==> src/core/chan_prot_defs.svh <==
`ifndef CHAN_PROT_DEFS_SVH
`define CHAN_PROT_DEFS_SVH
`define CHAN_COUNT      10
`define CLK_MHZ         50
`define FAST_TRIP_US    21
`define SLOW_TRIP_US    40
`define REARM_US        24
`define FAST_TRIP_CYC   (`FAST_TRIP_US * `CLK_MHZ)
`define SLOW_TRIP_CYC   (`SLOW_TRIP_US * `CLK_MHZ)
`define REARM_CYC       (`REARM_US * `CLK_MHZ)
`define CNT_W           12
`define DIAG_NONE       2'h0
`define DIAG_FAULT      2'h2
`endif

==> src/core/chan_prot_pkg.sv <==
`include "chan_prot_defs.svh"
package chan_prot_pkg;
  typedef logic [`CHAN_COUNT-1:0] chan_vec_t;
  // analogue comparator results, one bit per channel
  typedef struct packed {
    chan_vec_t highTrip;   // above high trip level
    chan_vec_t lowTrip;    // above low trip level
    chan_vec_t overTemp;   // thermal shutdown
    chan_vec_t revDetect;  // reverse current present
    chan_vec_t revRelease; // reverse current beyond release level
  } comp_in_t;
  typedef enum logic [1:0] {GUARD_IDLE, GUARD_ON, GUARD_BLOCKED, GUARD_REARM} guard_state_t;
endpackage : chan_prot_pkg

==> src/core/low_side_channel_protection.sv <==
`include "chan_prot_defs.svh"
`timescale 1ns/1ps
`default_nettype none
module low_side_channel_protection #(
  parameter int FAST_TRIP_CYCLES = `FAST_TRIP_CYC, // fast trip delay in clocks
  parameter int SLOW_TRIP_CYCLES = `SLOW_TRIP_CYC, // slow trip delay in clocks
  parameter int REARM_CYCLES     = `REARM_CYC      // guard rearm delay in clocks
) (
  input  wire logic                     clk,            // 50 MHz clock
  input  wire logic                     rst,            // async reset, high
  input  wire chan_prot_pkg::chan_vec_t parCtrlIn,      // parallel control pins
  input  wire chan_prot_pkg::comp_in_t  compIn,         // comparator pins
  input  wire logic                     guardEnable,    // reverse guard enable bit
  input  wire logic                     diagWriteBusy,  // diagnosis write in progress
  input  wire chan_prot_pkg::chan_vec_t diagBankClear,  // clear pulse per channel
  output var  chan_prot_pkg::chan_vec_t chanOutput,     // output stage on
  output var  chan_prot_pkg::chan_vec_t faultLatched,   // channel latched off
  output var  chan_prot_pkg::chan_vec_t diagCommit,     // fault committed pulse
  output var  logic [2*`CHAN_COUNT-1:0] diagEntry       // diagnosis code per channel
);
  import chan_prot_pkg::*;

  localparam int N = `CHAN_COUNT;
  // terminal counts cut to the counter width on purpose; defaults fit well below it
  localparam logic [`CNT_W-1:0] FAST_CYC  = `CNT_W'(FAST_TRIP_CYCLES);
  localparam logic [`CNT_W-1:0] SLOW_CYC  = `CNT_W'(SLOW_TRIP_CYCLES);
  localparam logic [`CNT_W-1:0] REARM_CYC = `CNT_W'(REARM_CYCLES);

  // ------------------------------------------------------------
  // input synchronisers, three stages, change on stage agreement
  // ------------------------------------------------------------
  logic [N*6-1:0] syncA_reg;
  logic [N*6-1:0] syncB_reg;
  logic [N*6-1:0] syncC_reg;
  logic [N*6-1:0] syncOut_reg;
  logic [N*6-1:0] rawPins;
  assign rawPins = {parCtrlIn, compIn};

  // three-flop chain per pin
  always_ff @(posedge clk or posedge rst) begin
    if (rst) begin
      syncA_reg <= '0;
      syncB_reg <= '0;
      syncC_reg <= '0;
    end else begin
      syncA_reg <= rawPins;
      syncB_reg <= syncA_reg;
      syncC_reg <= syncB_reg;
    end
  end

  // accept a change once stages two and three agree
  // a single-cycle glitch on a pin never reaches the channel logic
  always_ff @(posedge clk or posedge rst) begin
    if (rst) begin
      syncOut_reg <= '0;
    end else begin
      for (int i = 0; i < N*6; i++) begin
        if (syncB_reg[i] == syncC_reg[i]) begin
          syncOut_reg[i] <= syncC_reg[i];
        end
      end
    end
  end

  chan_vec_t inSync;
  comp_in_t  cmp;
  assign inSync = syncOut_reg[N*6-1 -: N];
  assign cmp    = comp_in_t'(syncOut_reg[N*5-1:0]);

  // faults held back while a diagnosis write runs
  chan_vec_t faultHold_reg;

  // ------------------------------------------------------------
  // per-channel protection
  // ------------------------------------------------------------
  genvar g;
  generate
    for (g = 0; g < N; g++) begin : gen_chan
      logic [`CNT_W-1:0] fastCnt_reg;
      logic [`CNT_W-1:0] slowCnt_reg;
      logic [`CNT_W-1:0] rearmCnt_reg;
      guard_state_t      guard_reg;
      logic              trip;
      logic              latch_reg;

      // ----------------------------------------
      // overload trip counters
      // ----------------------------------------
      // fast trip counter, restarts when high comparator drops
      always_ff @(posedge clk or posedge rst) begin
        if (rst) begin
          fastCnt_reg <= '0;
        end else if (!cmp.highTrip[g] || latch_reg) begin
          fastCnt_reg <= '0;
        end else if (fastCnt_reg != FAST_CYC) begin
          fastCnt_reg <= fastCnt_reg + `CNT_W'(1);
        end
      end

      // slow trip counter on the low comparator
      always_ff @(posedge clk or posedge rst) begin
        if (rst) begin
          slowCnt_reg <= '0;
        end else if (!cmp.lowTrip[g] || latch_reg) begin
          slowCnt_reg <= '0;
        end else if (slowCnt_reg != SLOW_CYC) begin
          slowCnt_reg <= slowCnt_reg + `CNT_W'(1);
        end
      end

      // both trips and thermal shutdown feed one fault
      assign trip = (fastCnt_reg == FAST_CYC) || (slowCnt_reg == SLOW_CYC)
                    || cmp.overTemp[g];

      // ----------------------------------------
      // fault latch
      // ----------------------------------------
      // latch off until diagnosis clear; trip wins over clear
      always_ff @(posedge clk or posedge rst) begin
        if (rst) begin
          latch_reg <= 1'b0;
        end else if (trip) begin
          latch_reg <= 1'b1;
        end else if (diagBankClear[g]) begin
          latch_reg <= 1'b0;
        end
      end

      // ----------------------------------------
      // diagnosis commit
      // ----------------------------------------
      // hold a fault while a diagnosis write runs, commit after
      // the pending flag outlasts any write length, so no trip is dropped
      always_ff @(posedge clk or posedge rst) begin
        if (rst) begin
          faultHold_reg[g] <= 1'b0;
          diagCommit[g]    <= 1'b0;
          diagEntry[2*g+:2] <= `DIAG_NONE;
        end else begin
          diagCommit[g] <= 1'b0;
          if (diagWriteBusy) begin
            if (trip) begin
              faultHold_reg[g] <= 1'b1;
            end
          end else if (trip || faultHold_reg[g]) begin
            faultHold_reg[g]  <= 1'b0;
            diagCommit[g]     <= 1'b1;
            diagEntry[2*g+:2] <= `DIAG_FAULT;
          end else if (diagBankClear[g]) begin
            diagEntry[2*g+:2] <= `DIAG_NONE;
          end
        end
      end

      // ----------------------------------------
      // reverse-current guard
      // ----------------------------------------
      // reverse-current guard sequencing
      // the rearm count runs only while both comparators stay quiet
      always_ff @(posedge clk or posedge rst) begin
        if (rst) begin
          guard_reg    <= GUARD_IDLE;
          rearmCnt_reg <= '0;
        end else if (!guardEnable) begin
          guard_reg    <= GUARD_IDLE;
          rearmCnt_reg <= '0;
        end else begin
          case (guard_reg)
            GUARD_IDLE: begin
              if (cmp.revDetect[g]) begin
                guard_reg <= GUARD_ON;
              end
            end
            GUARD_ON: begin
              if (cmp.revRelease[g]) begin
                guard_reg <= GUARD_BLOCKED;
              end else if (!cmp.revDetect[g]) begin
                guard_reg <= GUARD_IDLE;
              end
            end
            GUARD_BLOCKED: begin
              rearmCnt_reg <= '0;
              if (!cmp.revDetect[g] && !cmp.revRelease[g]) begin
                guard_reg <= GUARD_REARM;
              end
            end
            GUARD_REARM: begin
              if (cmp.revDetect[g] || cmp.revRelease[g]) begin
                guard_reg    <= GUARD_BLOCKED;
              end else if (rearmCnt_reg == REARM_CYC - `CNT_W'(1)) begin
                guard_reg    <= GUARD_IDLE;
              end else begin
                rearmCnt_reg <= rearmCnt_reg + `CNT_W'(1);
              end
            end
            default: begin
              guard_reg <= GUARD_IDLE;
            end
          endcase
        end
      end

      // ----------------------------------------
      // output stage
      // ----------------------------------------
      // output stage drive
      // guard on overrides the latch so reverse current avoids the body diode
      always_ff @(posedge clk or posedge rst) begin
        if (rst) begin
          chanOutput[g]   <= 1'b0;
          faultLatched[g] <= 1'b0;
        end else begin
          faultLatched[g] <= latch_reg;
          chanOutput[g]   <= (inSync[g] && !latch_reg && !trip)
                             || (guard_reg == GUARD_ON);
        end
      end
    end
  endgenerate
endmodule : low_side_channel_protection
`default_nettype wire

==> config.mk <==
export PLATFORM = sky130hd
export DESIGN_NAME = low_side_channel_protection
export DESIGN_NICKNAME = d
export VERILOG_FILES = /design/src/core/chan_prot_pkg.sv /design/src/core/low_side_channel_protection.sv
export VERILOG_INCLUDE_DIRS = /design/src /design/src/core
export SDC_FILE = /design/constraint.sdc
export NUM_CORES = 1
export LEC_CHECK = 0
export CAP_MARGIN = 25
export CORE_ASPECT_RATIO = 1.5
export CORE_MARGIN = 2
export CORE_UTILIZATION = 40
export DETAILED_ROUTE_END_ITERATION = 10
export DONT_BUFFER_PORTS = 1
export GPL_TIMING_DRIVEN = 0
export RECOVER_POWER = 100
export SYNTH_ARGS = -nofsm -noshare
export SYNTH_HDL_FRONTEND = slang
export SYNTH_SLANG_ARGS = --single-unit
==> constraint.sdc <==
create_clock -name clk -period 29.9 [get_ports clk]
set_input_delay 5.98 -clock clk [delete_from_list [all_inputs] [get_ports clk]]
set_output_delay 5.98 -clock clk [all_outputs]
set_load 0.01 [all_outputs]
**Word-level counts from Yosys, hierarchy flattened**

Cells that the tools add are included.
Widths: inputs -> output; s select.

- Word-level logic and storage cells: 924
- Register bits after elaboration: 690
- Output and inout bits: 50
- Bits of input ports: 74

- Reduce and logical (&&, ||, !) cells: 260
- Mux-type cells: 250
- Equality and inequality tests: 220
- Add/sub/neg operators: 30
- Bitwise gates (word level): 1

Operators with widths:

| operator | number |
|---|---|
| $mux 12 | 70 |
| $add 12x1->12 const B | 30 |
| $eq 12x11->1 const B | 30 |
| $ne 12x11->1 const B | 20 |
| $pmux 12 s2 | 10 |
| $mux 2 | 90 |
| $ne 3x3->1 const B | 40 |
| $reduce_bool 2->1 | 50 |
| $ne 4x4->1 const B | 20 |
| $pmux 2 s4 | 10 |
| $logic_or 1x1->1 | 70 |
| $mux 1 | 70 |
| $eq 1x1->1 | 60 |
| $logic_not 1->1 | 60 |
| $eq 2x2->1 const B | 20 |
| $reduce_and 2->1 | 20 |
| $reduce_and 4->1 | 10 |
| $logic_and 1x1->1 | 30 |
| $ne 3x1->1 const B | 10 |
| $reduce_and 3->1 | 10 |
| $eq 2x1->1 const B | 10 |
| $logic_not 2->1 | 10 |
| $ne 2x1->1 const B | 10 |
| $not 1->1 | 1 |

**Depth between registers and ports, before layout**

- Depth in word-level cells: 6
- Depth in mapped cells: 8
- Mapped depth without buffers: 7

**Worst setup path after synthesis**

Ideal clock, no wire load.

- Kind: input to register
- Start point: input port guardEnable
- End point: register gen_chan[0].rearmCnt_reg[11]
- Stages: 6
- Data arrival time: 7123 ps
- Path buffers: 1
- Data required time: 29822 ps
- Setup slack: 22700 ps
- Library setup time: 78 ps
- Path through: inv_2 > a21o_1 > o31ai_1 > clkbuf_1 > or4_1 > a21oi_1

- Cells in the longest elaborated chain, start to end: 2

Ends and longest elaborated chain:

| item | line | text |
|---|---|---|
| start: declaration | low_side_channel_protection.sv:13 | `input wire logic guardEnable,` |
| $ne 3x1->1 (no source line) or $ne 3x3->1 (tied branches) | n/a |  |
| $reduce_and 3->1 (no source line) | n/a |  |
| end signal: assignment | low_side_channel_protection.sv:194 | `` rearmCnt_reg <= rearmCnt_reg + `CNT_W'(1); `` |
| end: declaration | low_side_channel_protection.sv:82 | `` logic [`CNT_W-1:0] rearmCnt_reg; `` |

Several ways; a longest one is shown, not always the timed one.
A chain may end at the register's enable or synchronous reset.

==> results.yml <==
setup_path:
  critPathKind: "input port to asynchronous set/reset pin"
  endpoint_kind: "asynchronous set/reset pin"
  worstPathCellList: "clkinvlp_2, clkbuf_1"
  required_ns: 28.92
  critical_path_buf_inv_count: 2
  crit_slowest_cell: "clkbuf_1"
  start_kind: "input port"
  crit_fanout: 133
  cp_top_family: "buffers and inverters"
  max_stage_delay_ns: 4.90
  arrival_ns: 12.94
floorplan:
  initial_core_util_pct: 40.20
  core_area_sq_um: 71020
  die_w_um: 222.1
  rows: 120
  die_area_sq_um: 73570
  io_pins: 124
  fp.dieH_um: 331.2
synthesis:
  netlist.area_leader.share_pct: 59.61
  async_flop_share_pct: 100.0
  synth_area_leaders: "dfrtp_1 60%, nor2_1 4.3%, xor2_1 4.0%, o21ai_0 2.5%, xnor2_1 2.5%"
  synth_common_cells: "680 x dfrtp_1, 326 x nor2_1, 159 x nand2_1"
  synth_edf_count: 0
  synth.most_common_cell: "dfrtp_1"
  yosysTopAreaCell: "dfrtp_1"
  syn_avg_cell_area_sq_um: 11.08
  ys_seq_area_share_pct: 59.61
  synth_warnings: 0
  synth_flop_cell: "dfrtp_1"
  synth_area_sq_um: 28550
  syn_inst: 2577
  synth_seq_cells: 680
  synth.distinct_cells: 76
cells_and_area:
  fillCellCount: 6491
  layout.nets: 2790
  drive_gt1_share_pct: 5.822
  seq_area_sq_um: 17020
  area_growth_syn_to_layout_pct: 12.11
  multiInputGateArea_sq_um: 10890
global_routing:
  grt.total_usage_pct: 16.15
  grt_first_pass_wirelength_um: 97800
  grt_pass1_vias: 19641
  overflow: 0
  antenna_found_initial: 2
  grt_max_degree: 134
clocking:
  clock_path_buffers: 3
  cts_tree: "yes"
  clockRootBuffer: "clkbuf_16"
  clock-sinks: 680
  clk_latency_ns: 0.62
  htreeDepth: 3
  clk_pin_slew_worst_paths_ns: 0.06
  postCtsSetupRepairBufs: 0
  ctsHoldBuffers: 0
  postCtsResizedCells: 0
  cts_buffers: 69
run:
  cap_violations: 3
timing:
  setup_ws_ns: 15.99
  fin_crit_ns: 13.91
  slew_viol_final: 336
  slew-limit-headroom_pct: -358.7
  fin_crit_sh_pct: 46.54
  max_freq_ghz: 0.07187
  setup_viol: 0
  worst_slew_pin_slew_ns: 6.880
  rsz0062_at_grt: "no"
  skew_ns: 0.02139
  hold_viol: 0
place:
  place_congestion: 0.8151
  io_buffers: 0
  dpl_worst_slack_ns: 21.70
  hpwl_um: 39640
power:
  powerDensity_nw_per_um2: 60.69
  p_total_mw: 1.942
  seqPwrFrac_pct: 51.0
  p_leak_nw: 13.44
  pwr-share-clk_pct: 44.3
  switching_power_uw: 457.6
  p_comb_share_pct: 4.7
  ir_drop_v: 0.00004733
  sw_frac_of_total_pct: 23.56
  p_int_mw: 1.485
drt:
  wl_per_cell_um: 15.99
  vias: 19121
  ant_nets: 0
  drtPass1Iterations: 6
  drc: 0
  totalWireLength_um: 58050
  via_per_inst: 5.266
  drt-initial-drc-count: 1082
status:
  status: "finished with violations"
  violations: "max-capacitance violations, max-slew violations"
min_path:
  min_path_type: "flop to flop"
==> power by group through the flow <==
stage	sequential, mW	clock (mW)	combinational [mW]
2_1_floorplan	0.997	0	0.0692
3_3_place_gp	1.01	0	0.0911
3_5_place_dp	1.01	0	0.0978
4_1_cts	0.991	0.895	0.0984
5_1_grt	0.994	0.931	0.106
6_report	0.990	0.861	0.0921
==> stage by stage <==
stage | hold WS (ns) | utilization (%) | instance area (sq um) | instances | setup TNS, ns
after floorplan | 0.3312 | - | 28580 | 2586 | 0
after global placement | 0.3337 | 41.86 | 29730 | 3501 | -1095.54
after detailed placement | 0.3347 | 42.16 | 29940 | 3510 | 0
after CTS | 0.3453 | 45.34 | 32200 | 3629 | 0
after global routing | 0.3499 | 45.06 | 32000 | 3630 | 0
final | 0.3435 | 45.07 | 32000 | 3631 | 0
==> cell type report <==
class | count | area share [%]
plain buffers | 66 | 0.9031
diodes | 2 | 0.01564
flip-flops and latches | 680 | 53.17
well taps | 915 | 3.577
clock inverters | 30 | 0.9461
inverters | 80 | 0.9422
repair buffers | 9 | 0.3284
multi-input cells | 1760 | 34.01
clock buffers | 89 | 6.107
==> metal layers <==
metal	track usage (%)	wire length [um]
met4	7.315	1884
met5	0	0
met1	19.82	24930
met3	2.760	2268
met2	28.00	28960
==> layout by cell type (no fill, tap or decap), drive strengths merged, types with 11 or more instances in the layout <==
master / synthesis / final
a21o: 14 / 14
a21oi: 95 / 95
a31oi: 17 / 17
and3: 58 / 58
and4: 34 / 34
buf: 21 / 16
clkbuf: 45 / 148
clkinv: 0 / 19
dfrtp: 680 / 680
ha: 50 / 50
inv: 80 / 83
maj3: 60 / 60
nand2: 159 / 159
nand2b: 47 / 47
nand3: 135 / 135
nand3b: 23 / 23
nand4: 79 / 79
nor2: 326 / 326
nor2b: 17 / 17
nor3: 28 / 28
nor4b: 16 / 16
nor4bb: 13 / 13
o21a: 11 / 11
o21ai: 154 / 154
o31ai: 28 / 28
or2: 12 / 12
or3: 41 / 41
or4: 11 / 11
xnor2: 80 / 80
xor2: 131 / 131
==> kinds of logic (layout without fill, tap and decap cells) <==
kind of cell	Yosys count	count (layout)	synth area share (%)
AO/OA/AOI/OAI	376	376	7.968
XOR/XNOR	211	211	6.474
buffers and inverters	146	274	2.139
flip-flops	680	680	59.61
multiplexers	5	5	0.1841
adder cells (fa/ha/maj)	110	110	4.295
other	1	12	0.01314
AND/OR/NAND/NOR	1048	1048	19.32
==> worst paths after layout <==
| path | start | end | slack, ns | cells after the start |
|---|---|---|---|---|
| max | rst | syncA_reg[25] | 15.99 | 2 |
| min | syncA_reg[53] | syncB_reg[53] | 0.34 | 0 |
| max reg2reg | gen_chan[1].rearmCnt_reg[0] | gen_chan[1].rearmCnt_reg[3] | 27.54 | 8 |
| min reg2reg | syncA_reg[53] | syncB_reg[53] | 0.34 | 0 |
| max in group clk | guardEnable | gen_chan[4].rearmCnt_reg[4] | 21.12 | 6 |
| min in group asynchronous | rst | syncB_reg[42] | 6.18 | 1 |
Note: power is estimated with default switching activity, not from simulation.
